===== config.mk =====
export PLATFORM = sky130hd
export DESIGN_NAME = uhri_top
export DESIGN_NICKNAME = d
export VERILOG_FILES = /design/src/inc/uhri_pkg.sv /design/src/design/uhri_top.sv
export SDC_FILE = /design/constraint.sdc
export NUM_CORES = 1
export LEC_CHECK = 0
export BUFFER_PORTS_ARGS = -buffer_cell sky130_fd_sc_hd__buf_2
export CAP_MARGIN = 20
export CORE_ASPECT_RATIO = 1.4
export CORE_MARGIN = 2
export CORE_UTILIZATION = 40
export DETAILED_ROUTE_END_ITERATION = 16
export GPL_TIMING_DRIVEN = 0
export SLEW_MARGIN = 25
export SYNTH_ARGS = -nofsm -noshare
export SYNTH_HDL_FRONTEND = slang
export SYNTH_SLANG_ARGS = --single-unit

===== constraint.sdc =====
create_clock -name i_clk -period 2.65 [get_ports i_clk]
set_input_delay 0.53 -clock i_clk [delete_from_list [all_inputs] [get_ports i_clk]]
set_output_delay 0.53 -clock i_clk [all_outputs]
set_load 0.01 [all_outputs]

===== src/inc/uhri_pkg.sv =====
// constants and types for the uart holding and interrupt mask block
// How it works
// - a holding write pushes data bus bits 7..0 as one character
// - holding-empty status bit reads 1 while the transmit buffer is empty
// - a receive holding read returns the oldest character and drops it
// - line fall while idle starts a count, sampled 7.5 sample clocks later
// - start accepted only if mid sample is low, else edge discarded
// - each source reaches the interrupt only while its mask bit is set
// - each channel has its own interrupt output pin
// - mask bit 7 raises an interrupt on clear-to-send rising
// - mask bit 6 raises an interrupt on request-to-send rising
// - mask bit 5 raises an interrupt on a received Xoff
// - mask bit 4 is the sleep mode enable
// - mask bit 3 interrupts while any modem change bit is set
// - mask bit 2 interrupts while any receive error bit is set
// - mask bit 1 tracks empty status, or transmit-empty event with FIFOs
// - transmit-empty interrupt reports at level three
// - no FIFOs: receive interrupt follows holding register data presence
// - FIFOs on: receive interrupt while count is at or above trigger
// - receive-ready interrupt reports at level two
// - all mask bits reset to zero
// - mask bits 7..4 writable only while enhanced enable bit is set
// - with FIFOs on, transmit-empty interrupt clears on identify read or holding write
package uhri_pkg;
    localparam logic [2:0] A_DATA  = 3'h0;
    localparam logic [2:0] A_IMASK = 3'h1;
    localparam logic [2:0] A_IDENT = 3'h2;
    localparam logic [2:0] A_LCR   = 3'h3;
    localparam logic [2:0] A_MCR   = 3'h4;
    localparam logic [2:0] A_LSTAT = 3'h5;
    localparam logic [2:0] A_MSTAT = 3'h6;
    localparam logic [7:0] ENH_KEY = 8'hBF;
    localparam logic [7:0] REG_RST = 8'h00;
    localparam int         ENH_EN  = 4;
    localparam int         IM_SLP  = 4;
    localparam int         MCR_RTS = 1;
    localparam int         FCR_EN  = 0;
    localparam int         FCR_TRG = 6;
    localparam logic [2:0] LVL_LS  = 3'h1;
    localparam logic [2:0] LVL_RX  = 3'h2;
    localparam logic [2:0] LVL_TX  = 3'h3;
    localparam logic [2:0] LVL_MS  = 3'h4;
    localparam int         HALVES  = 15;
    typedef enum logic {S_IDLE = 1'b0, S_CHECK = 1'b1} uhri_start_t;
    typedef struct packed {
        logic [7:0]  imask;
        logic [7:0]  lcr;
        logic [7:0]  enh;
        logic [7:0]  fcr;
        logic [7:0]  mcr;
        logic [7:0]  txb0;
        logic [7:0]  txb1;
        logic [1:0]  txn;
        logic [7:0]  rxb0;
        logic [7:0]  rxb1;
        logic [1:0]  rxn;
        logic [3:0]  lerr;
        logic [3:0]  mchg;
        logic        xoff_f;
        logic        rts_f;
        logic        cts_f;
        logic        thre_f;
        logic [7:0]  rdata;
        logic        cts1;
        logic        cts2;
        logic        cts_q;
        logic        rts_q;
        logic        ln1;
        logic        ln2;
        logic        ln_q;
        uhri_start_t st;
        logic [15:0] cnt;
        logic        ok;
        logic        bad;
    } uhri_ch_t;
    typedef struct packed {
        logic       csa1, csa2, csb1, csb2;
        logic       rd1, rd2, rd_q, wr1, wr2, wr_q;
        logic [2:0] ad1, ad2;
        logic [7:0] d1, d2;
    } uhri_bus_t;
endpackage


===== src/design/uhri_top.sv =====
// two-channel uart holding registers, start validator and interrupt masking
`timescale 1ns/1ps
module uhri_chan import uhri_pkg::*; #(
    parameter int SAMPLE_DIV = 2
) (
    // clock and reset
    input  wire logic       i_clk,
    input  wire logic       i_rst_n,
    // synchronised host strobes
    input  wire logic       i_wr,
    input  wire logic       i_rd,
    input  wire logic [2:0] i_addr,
    input  wire logic [7:0] i_wdata,
    output logic      [7:0] o_rdata,
    // transmit side toward the shifter
    output logic      [7:0] o_tx_data,
    output logic            o_tx_valid,
    input  wire logic       i_tx_ready,
    output logic            o_tx_space_avail,
    // receive side from the shifter
    input  wire logic [7:0] i_rx_data,
    input  wire logic       i_rx_valid,
    output logic            o_rx_ready,
    output logic            o_rx_data_avail,
    input  wire logic [3:0] i_rx_err,
    // line, modem and flow events
    input  wire logic       i_rx_line,
    output logic            o_start_ok,
    output logic            o_start_bad,
    input  wire logic       i_clear_to_send_in,
    output logic            o_request_to_send_out,
    input  wire logic [2:0] i_modem_chg,
    input  wire logic       i_xoff_rcvd,
    output logic            o_sleep_en,
    output logic            o_irq
);
    localparam int HALF_CYC = (HALVES * SAMPLE_DIV) / 2;
    // elaboration check: the half-bit count rides on an even divider
    if (SAMPLE_DIV < 2 || SAMPLE_DIV % 2 != 0 || HALF_CYC > 65535) begin : g_bad_div
        $error("SAMPLE_DIV must be even, at least 2");
    end

    uhri_ch_t r;
    uhri_ch_t next_r;
    logic     push_tx, pop_tx, push_rx, pop_rx, thre_set, ident_rd;
    logic     fifo_on, src_rx, src_tx, cts_rise;
    logic [1:0] trig;
    logic [7:0] src;
    logic [2:0] lvl;

    // sources and level, all from registered state
    always_comb begin
        fifo_on  = r.fcr[FCR_EN];
        trig     = (r.fcr[FCR_TRG+1 -: 2] == 2'h0) ? 2'h1 : 2'h2;
        src_rx   = fifo_on ? (r.rxn >= trig) : (r.rxn != 2'h0);
        src_tx   = fifo_on ? r.thre_f : (r.txn == 2'h0);
        cts_rise = r.cts2 & ~r.cts_q;
        src      = {r.cts_f, r.rts_f, r.xoff_f, 1'b0, |r.mchg, |r.lerr, src_tx, src_rx};
        if (|(src[2] & r.imask[2]))
            lvl = LVL_LS;
        else if (src[0] & r.imask[0])
            lvl = LVL_RX;
        else if (src[1] & r.imask[1])
            lvl = LVL_TX;
        else
            lvl = LVL_MS;
    end

    // one interrupt pin per channel instance
    assign o_irq            = |(src & r.imask);
    assign o_sleep_en       = r.imask[IM_SLP];
    assign o_rdata          = r.rdata;
    assign o_tx_data        = r.txb0;
    assign o_tx_valid       = r.txn != 2'h0;
    assign o_tx_space_avail = r.txn != 2'h2;
    assign o_rx_ready       = r.rxn != 2'h2; // stall keeps words in shifter
    assign o_rx_data_avail  = r.rxn != 2'h0;
    assign o_start_ok       = r.ok;
    assign o_start_bad      = r.bad;
    assign o_request_to_send_out = r.mcr[MCR_RTS];

    // register file, buffers, flags and start validator
    always_comb begin
        next_r   = r;
        push_tx  = i_wr && i_addr == A_DATA && r.txn != 2'h2;
        pop_tx   = i_tx_ready && r.txn != 2'h0;
        push_rx  = i_rx_valid && r.rxn != 2'h2;
        pop_rx   = i_rd && i_addr == A_DATA && r.rxn != 2'h0;
        ident_rd = i_rd && i_addr == A_IDENT && r.lcr != ENH_KEY;
        thre_set = r.txn != 2'h0 && pop_tx && !push_tx && r.txn == 2'h1;
        // transmit buffer: pop shifts, push fills next free slot
        if (pop_tx) begin
            next_r.txb0 = r.txb1;
        end
        if (push_tx) begin
            if (r.txn == 2'h0 || (r.txn == 2'h1 && pop_tx))
                next_r.txb0 = i_wdata;
            else
                next_r.txb1 = i_wdata;
        end
        next_r.txn = r.txn + {1'b0, push_tx} - {1'b0, pop_tx};
        // receive buffer, oldest word always in slot 0
        if (pop_rx) begin
            next_r.rxb0 = r.rxb1;
        end
        if (push_rx) begin
            if (r.rxn == 2'h0 || (r.rxn == 2'h1 && pop_rx))
                next_r.rxb0 = i_rx_data;
            else
                next_r.rxb1 = i_rx_data;
        end
        next_r.rxn = r.rxn + {1'b0, push_rx} - {1'b0, pop_rx};
        // host writes
        if (i_wr) begin
            unique case (i_addr)
                A_IMASK: begin
                    next_r.imask[3:0] = i_wdata[3:0];
                    if (r.enh[ENH_EN])
                        next_r.imask[7:4] = i_wdata[7:4];
                end
                A_IDENT: begin
                    if (r.lcr == ENH_KEY)
                        next_r.enh = i_wdata;
                    else
                        next_r.fcr = i_wdata;
                end
                A_LCR:   next_r.lcr = i_wdata;
                A_MCR:   next_r.mcr = i_wdata;
                default: ;
            endcase
        end
        // host reads: latch data, then apply read side effects
        if (i_rd) begin
            unique case (i_addr)
                A_DATA:  next_r.rdata = r.rxb0;
                A_IMASK: next_r.rdata = r.imask;
                A_IDENT: next_r.rdata = (r.lcr == ENH_KEY) ? r.enh :
                                        {4'h0, lvl, ~o_irq};
                A_LCR:   next_r.rdata = r.lcr;
                A_MCR:   next_r.rdata = r.mcr;
                A_LSTAT: next_r.rdata = {|r.lerr, r.txn == 2'h0, r.txn == 2'h0,
                                         r.lerr, r.rxn != 2'h0};
                A_MSTAT: next_r.rdata = {3'h0, r.cts2, r.mchg};
                default: next_r.rdata = REG_RST;
            endcase
        end
        // sticky flags: clears first, so a same-cycle set wins
        if (i_rd && i_addr == A_LSTAT)
            next_r.lerr = 4'h0;
        if (i_rd && i_addr == A_MSTAT)
            next_r.mchg = 4'h0;
        if (ident_rd) begin
            next_r.xoff_f = 1'b0;
            next_r.rts_f  = 1'b0;
            next_r.cts_f  = 1'b0;
        end
        if (ident_rd || push_tx)
            next_r.thre_f = 1'b0;
        next_r.lerr = next_r.lerr | i_rx_err;
        next_r.mchg = next_r.mchg | {i_modem_chg, r.cts2 ^ r.cts_q};
        if (thre_set)
            next_r.thre_f = 1'b1;
        if (i_xoff_rcvd)
            next_r.xoff_f = 1'b1;
        if (r.mcr[MCR_RTS] && !r.rts_q)
            next_r.rts_f = 1'b1;
        if (cts_rise)
            next_r.cts_f = 1'b1;
        // pin synchronisers; logic reads stage 2, and stage 3 only for edge detection
        next_r.cts1  = i_clear_to_send_in;
        next_r.cts2  = r.cts1;
        next_r.cts_q = r.cts2;
        next_r.rts_q = r.mcr[MCR_RTS];
        next_r.ln1   = i_rx_line;
        next_r.ln2   = r.ln1;
        next_r.ln_q  = r.ln2;
        // start validator: half cycle timing rides on the even divider
        next_r.ok  = 1'b0;
        next_r.bad = 1'b0;
        unique case (r.st)
            S_IDLE: begin
                if (r.ln_q && !r.ln2) begin
                    next_r.st  = S_CHECK;
                    next_r.cnt = 16'h0001;
                end
            end
            S_CHECK: begin
                next_r.cnt = r.cnt + 16'h0001;
                if (r.cnt == HALF_CYC[15:0]) begin
                    next_r.st  = S_IDLE;
                    next_r.ok  = !r.ln2;
                    next_r.bad = r.ln2;
                end
            end
        endcase
    end

    // single state register
    always_ff @(posedge i_clk or negedge i_rst_n) begin
        if (!i_rst_n) begin
            r <= '0;
            r.ln1 <= 1'b1;
            r.ln2 <= 1'b1;
            r.ln_q <= 1'b1;
        end else begin
            r <= next_r;
        end
    end

    a_lstat_empty: assert property (@(posedge i_clk) disable iff (!i_rst_n)
        (i_rd && i_addr == A_LSTAT) |=> r.rdata[5] == $past(r.txn == 2'h0))
        else $error("empty status bit wrong");
    a_rx_oldest: assert property (@(posedge i_clk) disable iff (!i_rst_n)
        (pop_rx && !push_rx) |=> r.rdata == $past(r.rxb0) && r.rxn == $past(r.rxn) - 2'h1)
        else $error("receive read not oldest");
    a_start_enter: assert property (@(posedge i_clk) disable iff (!i_rst_n)
        (r.st == S_IDLE && r.ln_q && !r.ln2) |=> r.st == S_CHECK ##(HALF_CYC - 1) r.st == S_CHECK)
        else $error("start count wrong");
    a_start_mid: assert property (@(posedge i_clk) disable iff (!i_rst_n)
        (r.st == S_CHECK && r.cnt == HALF_CYC[15:0]) |=> r.ok == !$past(r.ln2) && r.bad != r.ok)
        else $error("mid sample verdict wrong");
    a_mask_zero: assert property (@(posedge i_clk) disable iff (!i_rst_n)
        (r.imask == 8'h00) |-> !o_irq)
        else $error("interrupt with all masked");
    a_cts_irq: assert property (@(posedge i_clk) disable iff (!i_rst_n)
        (cts_rise && r.imask[7] && !(i_wr && i_addr == A_IMASK)) |=> o_irq)
        else $error("clear-to-send interrupt lost");
    a_upper_lock: assert property (@(posedge i_clk) disable iff (!i_rst_n)
        (i_wr && i_addr == A_IMASK && !r.enh[ENH_EN]) |=> r.imask[7:4] == $past(r.imask[7:4]))
        else $error("upper mask bits changed while locked");
    a_thre_clear: assert property (@(posedge i_clk) disable iff (!i_rst_n)
        (push_tx && !thre_set) |=> !r.thre_f)
        else $error("transmit empty not cleared by write");
    a_rx_trigger: assert property (@(posedge i_clk) disable iff (!i_rst_n)
        (fifo_on && r.imask[0] && r.rxn >= trig) |-> o_irq)
        else $error("receive trigger interrupt missing");
    a_rx_below: assert property (@(posedge i_clk) disable iff (!i_rst_n)
        (fifo_on && r.imask == 8'h01 && r.rxn < trig) |-> !o_irq)
        else $error("receive interrupt below trigger");
endmodule

module uhri_top import uhri_pkg::*; #(
    parameter int SAMPLE_DIV = 2
) (
    // clock and reset
    input  wire logic       i_clk,
    input  wire logic       i_rst_n,
    // host parallel bus pins
    input  wire logic       i_cs_a_n,
    input  wire logic       i_cs_b_n,
    input  wire logic       i_rd_n,
    input  wire logic       i_wr_n,
    input  wire logic [2:0] i_addr,
    input  wire logic [7:0] i_data,
    output logic      [7:0] o_data,
    output logic            o_data_oe,
    // per-channel shifter side, index 0 is channel a
    output logic [1:0][7:0] o_tx_data,
    output logic      [1:0] o_tx_valid,
    input  wire logic [1:0] i_tx_ready,
    output logic      [1:0] o_tx_space_avail,
    input  wire logic [1:0][7:0] i_rx_data,
    input  wire logic [1:0] i_rx_valid,
    output logic      [1:0] o_rx_ready,
    output logic      [1:0] o_rx_data_avail,
    input  wire logic [1:0][3:0] i_rx_err,
    // per-channel pins and events
    input  wire logic [1:0] i_rx_line,
    output logic      [1:0] o_start_ok,
    output logic      [1:0] o_start_bad,
    input  wire logic [1:0] i_clear_to_send_in,
    output logic      [1:0] o_request_to_send_out,
    input  wire logic [1:0][2:0] i_modem_chg,
    input  wire logic [1:0] i_xoff_rcvd,
    output logic      [1:0] o_sleep_en,
    output logic            o_irq_out_ch_a,
    output logic            o_irq_out_ch_b
);
    uhri_bus_t       b;
    uhri_bus_t       next_b;
    logic            wr_p, rd_p;
    logic [1:0]      sel;
    logic [1:0][7:0] rdat;
    logic [1:0]      irq;

    // strobes act on their edges after two-stage pin sync
    assign wr_p = b.wr2 & ~b.wr_q;
    assign rd_p = ~b.rd2 & b.rd_q;
    assign sel  = {~b.csb2, ~b.csa2};
    assign o_data    = sel[1] ? rdat[1] : rdat[0];
    assign o_data_oe = ~b.rd2 & (|sel);
    assign o_irq_out_ch_a = irq[0];
    assign o_irq_out_ch_b = irq[1];

    // pin synchronisers
    always_comb begin
        next_b      = b;
        next_b.csa1 = i_cs_a_n;
        next_b.csa2 = b.csa1;
        next_b.csb1 = i_cs_b_n;
        next_b.csb2 = b.csb1;
        next_b.rd1  = i_rd_n;
        next_b.rd2  = b.rd1;
        next_b.rd_q = b.rd2;
        next_b.wr1  = i_wr_n;
        next_b.wr2  = b.wr1;
        next_b.wr_q = b.wr2;
        next_b.ad1  = i_addr;
        next_b.ad2  = b.ad1;
        next_b.d1   = i_data;
        next_b.d2   = b.d1;
    end

    always_ff @(posedge i_clk or negedge i_rst_n) begin
        if (!i_rst_n)
            b <= '1;
        else
            b <= next_b;
    end

    // independent channel copies
    for (genvar c = 0; c < 2; c++) begin : g_ch
        uhri_chan #(.SAMPLE_DIV(SAMPLE_DIV)) u_ch (
            .i_clk                 (i_clk),
            .i_rst_n               (i_rst_n),
            .i_wr                  (wr_p & sel[c]),
            .i_rd                  (rd_p & sel[c]),
            .i_addr                (b.ad2),
            .i_wdata               (b.d2),
            .o_rdata               (rdat[c]),
            .o_tx_data             (o_tx_data[c]),
            .o_tx_valid            (o_tx_valid[c]),
            .i_tx_ready            (i_tx_ready[c]),
            .o_tx_space_avail      (o_tx_space_avail[c]),
            .i_rx_data             (i_rx_data[c]),
            .i_rx_valid            (i_rx_valid[c]),
            .o_rx_ready            (o_rx_ready[c]),
            .o_rx_data_avail       (o_rx_data_avail[c]),
            .i_rx_err              (i_rx_err[c]),
            .i_rx_line             (i_rx_line[c]),
            .o_start_ok            (o_start_ok[c]),
            .o_start_bad           (o_start_bad[c]),
            .i_clear_to_send_in    (i_clear_to_send_in[c]),
            .o_request_to_send_out (o_request_to_send_out[c]),
            .i_modem_chg           (i_modem_chg[c]),
            .i_xoff_rcvd           (i_xoff_rcvd[c]),
            .o_sleep_en            (o_sleep_en[c]),
            .o_irq                 (irq[c])
        );
    end
endmodule


# After elaboration in Yosys (flattened, before gate mapping)
# Index checks and enable logic that the tools add are counted.
# W data, S select, Z words.
# totals
reg_bits,276
out_inout_bits,43
# op_classes
addsub,10
n_lt_le_gt_ge,2
mux,59
n_eq_ne,22
reduce_logical,88
bitwise,39
# ops
cell,count
$mux W8,15
$pmux W8 S7,2
$pmux W17 S2,2
$mux W16,4
$logic_and A1 B1 Y1,34
$mux W17,2
$add A16 B1 Y16 const B,2
$eq A16 B4 Y1 const B,2
$mux W3,8
$reduce_bool A2 Y1,12
$reduce_and A2 Y1,10
$reduce_and A3 Y1,6
$and A8 B8 Y8,2
$eq A8 B8 Y1 const B,2
$mux W1,16
$mux W4,4
$ne A8 B8 Y1 const B,2
$not A1 Y1,16
$or A4 B4 Y4,4
$reduce_or A4 Y1,4
$reduce_or A8 Y1,2
$and A1 B1 Y1,15
$logic_not A2 Y1,6
$mux W2,6
14 further kinds,42

# Depth between registers and ports, before layout
# depth
depth_word,9
depth_mapped,11
depth_no_buf,9

# By module
# Synthesis repeated with hierarchy kept, for this count alone.
# unflattened
cells_unflattened,985
hier_area_um2,11932.7
# by_module_without_submodules
mod,cells_per_inst,instances,seq_area_each_um2,area_each_um2
uhri_chan at g_ch[1].u_ch,472,1,2931.6,5504.0
uhri_chan at g_ch[0].u_ch,467,1,2931.6,5425.2
uhri_top,46,1,840.8,1003.5

# Least setup slack after synthesis
# OpenSTA, ideal clock, no wires.
# synth_timing
path_kind,flip-flop to flip-flop
start,register b[18] (netlist bit)
end,register g_ch[1].u_ch.r[47] (netlist bit)
path_stages_with_launch,12
required_time_ps,2525
n_path_buf,3
setup_ps,125
path_slack_ps,316
t_arrival_ps,2210
cell_sequence,dfstp_2 buf_6 buf_2 nor2_1 nand4_1 clkbuf_1 inv_1 ha_1 inv_1 ha_1 xnor2_1 xnor2_1
# synth_lines
element,line,rtl
start: declaration,uhri_top.sv:279,uhri_bus_t b;
start signal: assignment,uhri_top.sv:318,b <= next_b;
end signal: assignment,uhri_top.sv:206,r <= next_r;
end: declaration,uhri_top.sv:43,uhri_ch_t r;

# Worst setup path after layout
# layout_timing
start,register g_ch[0].u_ch.r[40] (netlist bit)
end,output o_irq_out_ch_a
# layout_via
elab_chain_len,3
# layout_lines
element,line,rtl
start: declaration,uhri_top.sv:43,
start signal: assignment,uhri_top.sv:206,
$reduce_or A4 Y1,uhri_top.sv:58,"src = {r.cts_f, r.rts_f, r.xoff_f, 1'b0, |r.mchg, |r.lerr, src_tx, src_rx};"
$and A8 B8 Y8,uhri_top.sv:70,assign o_irq = |(src & r.imask);
$reduce_or A8 Y1,uhri_top.sv:70,
end: declaration,uhri_top.sv:276,"output logic o_irq_out_ch_a,"
# No other way between the ends.

==> out/results.ini <==
[setup_path]
path_cells=o41ai_1, and4b_1, nand2_1, buf_2
startpoint_type=flip-flop
cp.depth=4
cp_slowest_stage_delay_ns=0.56
crit_buf_inv=1
r2r-start=b[16]$_DFF_PN1_
cp_top_family=compound AO/OA/AOI/OAI gates
crit_arrival_ns=2.04
worst_ep_required_time_ns=2.12
crit_start=g_ch[0].u_ch.r[40]$_DFF_PN0_
cp_max_fo=3
end_kind=output port
reg2reg_depth=7
path_class=reg -> out
slowest_stage=o41ai_1

[power]
p_clk_frac=0.323
leakage_nw=6.50
swShare=0.290
p_sw_mw=3.50
seq_power_share=0.459
p_total_mw=12.1
vdd_drop_max_uv=459
pwr-share-comb=0.219
power.density_nw_per_um2=868
internal_power_mw=8.59

[floorplan]
dieHeight_um=208
die_area_um2=31100
rows=74
initial_utilization=0.407
ioPinCount=100
core-area_um2=29200
die_w_um=150

[min_path]
worstHoldStart=i_cs_a_n
min_path_cells=1
hold_path_class=in -> reg

[final_layout]
stdcell_count=1533
final.fill_count=2713
drive_gt1_frac=0.329
nets=1202
diodes=0
area_growth_pct=17.3

[route]
drc_errors=0
ant_nets=0
vias_per_cell=5.35
wl_per_cell_um=19.1
vias=8208
drt_iter0_drc=444
routed_wl_mm=29.3
firstDrtPassIters=8

[run]
drv_cap=0

[placed_design]
dp_hpwl_mm=20.9
place.gp.congestion=0.878
placedCellCount=1481
pre_cts_ws_ns=-0.137
portBuffers=99

[timing]
finalHoldViolations=0
hold_slack_ns=0.0966
fin_crit_ns=2.57
relSlewSlack=0.333
worst_pin_slew_ns=0.998
slew_violations=0
finalClockSkew_ns=0.0125
worst_slack_ns=0.0786
finalSetupViolations=0
max_freq_ghz=0.389
fin_crit_sh=0.970
rsz0062_at_grt=false

[clock_network]
clk_pin_slew_ns=0.07
clock_sinks=266
h-tree-depth=1
cts_tree=built
cts_root_buf=clkbuf_16
clockBufferDepth=3
worstSkewPairLatency_ns=0.54
cts_buffers=26

[synthesis]
synth-async-reset-ratio=1.00
yosysWarnings=0
syn_avg_cell_area_um2=11.9
synth.distinct_cells=62
syn_nets=1068
synth_ff_type=dfrtp_1
synth_cells=999
seq_area_frac_synth=0.564
syn_area_um2=11900
yosys_register_bits=266
synth_edf_count=0

[grt]
grt_antenna_before_repair=0
grt_pass1_wl_mm=46.5
grtUsageTotal=0.191
grt_pass1_vias=8445
gr-total-overflow=0
grt_max_degree=96

[run_status]
status=finished, final reports clean

power by group through the flow:
stage          combinational [mW]  clock (mW)  sequential [mW]
6_report                     2.64        3.91             5.55
5_1_grt                      2.96        4.16             5.66
4_1_cts                      2.68        4.01             5.54
3_5_place_dp                 2.65           0             5.61
3_3_place_gp                 2.56           0             5.58
2_1_floorplan                1.92           0             5.37
placed cells by master, fill, tap and decap left out, types with 4 or more instances in the layout:
cell / n
nor2_1: 30
a22oi_1: 11
nor4_1: 6
and2_1: 13
a31oi_1: 5
nor3_2: 4
and3_1: 6
mux2i_1: 54
a22o_1: 5
nor3_1: 4
nand2_1: 104
inv_1: 23
o31ai_1: 9
o211ai_1: 10
xnor2_1: 10
clkbuf_1: 26
clkinv_2: 5
a21oi_1: 17
nand4_1: 12
clkbuf_8: 5
ha_1: 12
or2_2: 4
clkbuf_16: 29
nand3_1: 32
buf_4: 38
nand2b_1: 15
dfrtp_1: 226
buf_2: 112
dfstp_2: 38
o21ai_0: 69
nor2b_1: 10
a21o_1: 18
mux2_2: 112
path summary, 6_finish.rpt:
kind	end	slack (ns)
setup / recovery	o_irq_out_ch_a	0.08
hold / removal	b[31]$_DFF_PN1_	0.1
setup reg to reg	g_ch[1].u_ch.o_rdata[0]$_DFFE_PN0P_	0.21
hold reg to reg	b[5]$_DFF_PN1_	0.35
max in group asynchronous	g_ch[0].u_ch.r[96]$_DFFE_PN0P_	1.21
min in group asynchronous	g_ch[1].u_ch.r[10]$_DFFE_PN0P_	0.39
cell usage after synthesis, drive strengths merged (3+ instances only):
cell type  count  share of area
buf           50          0.029
nand2        104          0.033
a222oi         3         0.0025
a221oi         3         0.0022
nor4           8         0.0042
o22ai          3         0.0016
nand2b        15         0.0079
a211oi         3         0.0019
and2          13         0.0068
dfstp         38          0.084
nand4         12         0.0063
nor2          32          0.010
mux2         112           0.11
o211ai        10         0.0063
a32oi          3         0.0022
a22o           5         0.0037
nor3          10         0.0078
dfrtp        228           0.48
a21o          18          0.011
and4b          3         0.0025
o211a          3         0.0025
mux4           3         0.0057
or2            5         0.0026
inv           23         0.0073
a22oi         11         0.0070
and3           6         0.0032
nor2b         11         0.0058
o21ai         69          0.029
clkbuf        24         0.0076
a31oi          5         0.0026
nand3         32          0.013
a21oi         17         0.0072
ha            12          0.013
o31ai          9         0.0057
or3b           3         0.0024
xnor2         10         0.0074
mux2i         54          0.046
registers in the layout, indices dropped and copies added (netlist names), 8 cells and up:
signal,flops
g_ch.u_ch.r,184
b,32
g_ch.u_ch.o_rdata,16
g_ch.u_ch.o_tx_data,16
g_ch.u_ch.next_r,8
timing repair:
| item | 4_1_cts | 5_1_grt |
|---|---|---|
| hold buffers | 1 | 0 |
| endpoints found under the setup margin | 28 | 3 |
| resized for setup | 6 | 3 |
| endpoints found under the hold margin | 6 | 0 |
| setup buffers | 3 | 3 |
| pin swaps | 2 | 1 |
through the flow:
| stage | TNS (ns) | instance area, um2 | util |
|---|---|---|---|
| 2_1_floorplan | 0 | 11900 | - |
| 3_3_place_gp | -967.34 | 12800 | 0.441 |
| 3_5_place_dp | -0.754 | 12900 | 0.444 |
| 4_1_cts | 0 | 13900 | 0.477 |
| 5_1_grt | 0 | 13900 | 0.478 |
| 6_report | 0 | 13900 | 0.478 |
routing by layer:
layer | up-vias | wire length [um] | track usage
li1 | 3818 | - | -
met3 | 71 | 1440 | 0.0270
met1 | 4111 | 12000 | 0.236
met5 | - | 0 | 0
met2 | 208 | 14700 | 0.332
met4 | 0 | 1200 | 0.0768
cell type report:
cell class,instances,area (um2),area share
multi-input cells,635,4680,0.336
clock inverters,9,98.8,0.00710
clock buffers,39,813,0.0584
repair buffers,109,643,0.0462
inverters,24,90.1,0.00647
plain buffers,71,427,0.0306
well taps,380,475,0.0341
flip-flops and latches,266,6710,0.481
cell families (layout without fill, tap and decap cells):
logic type               count (synthesis)  after routing  synth area share
AND/OR/NAND/NOR                        265            265             0.115
multiplexers                           169            169             0.157
buffers and inverters                   98            252            0.0445
AO/OA/AOI/OAI                          179            179            0.0990
flip-flops                             266            266             0.564
adder cells (fa/ha/maj)                 12             12            0.0126
XOR/XNOR                                10             10           0.00737
No activity file was read; power rests on OpenSTA's default activity.
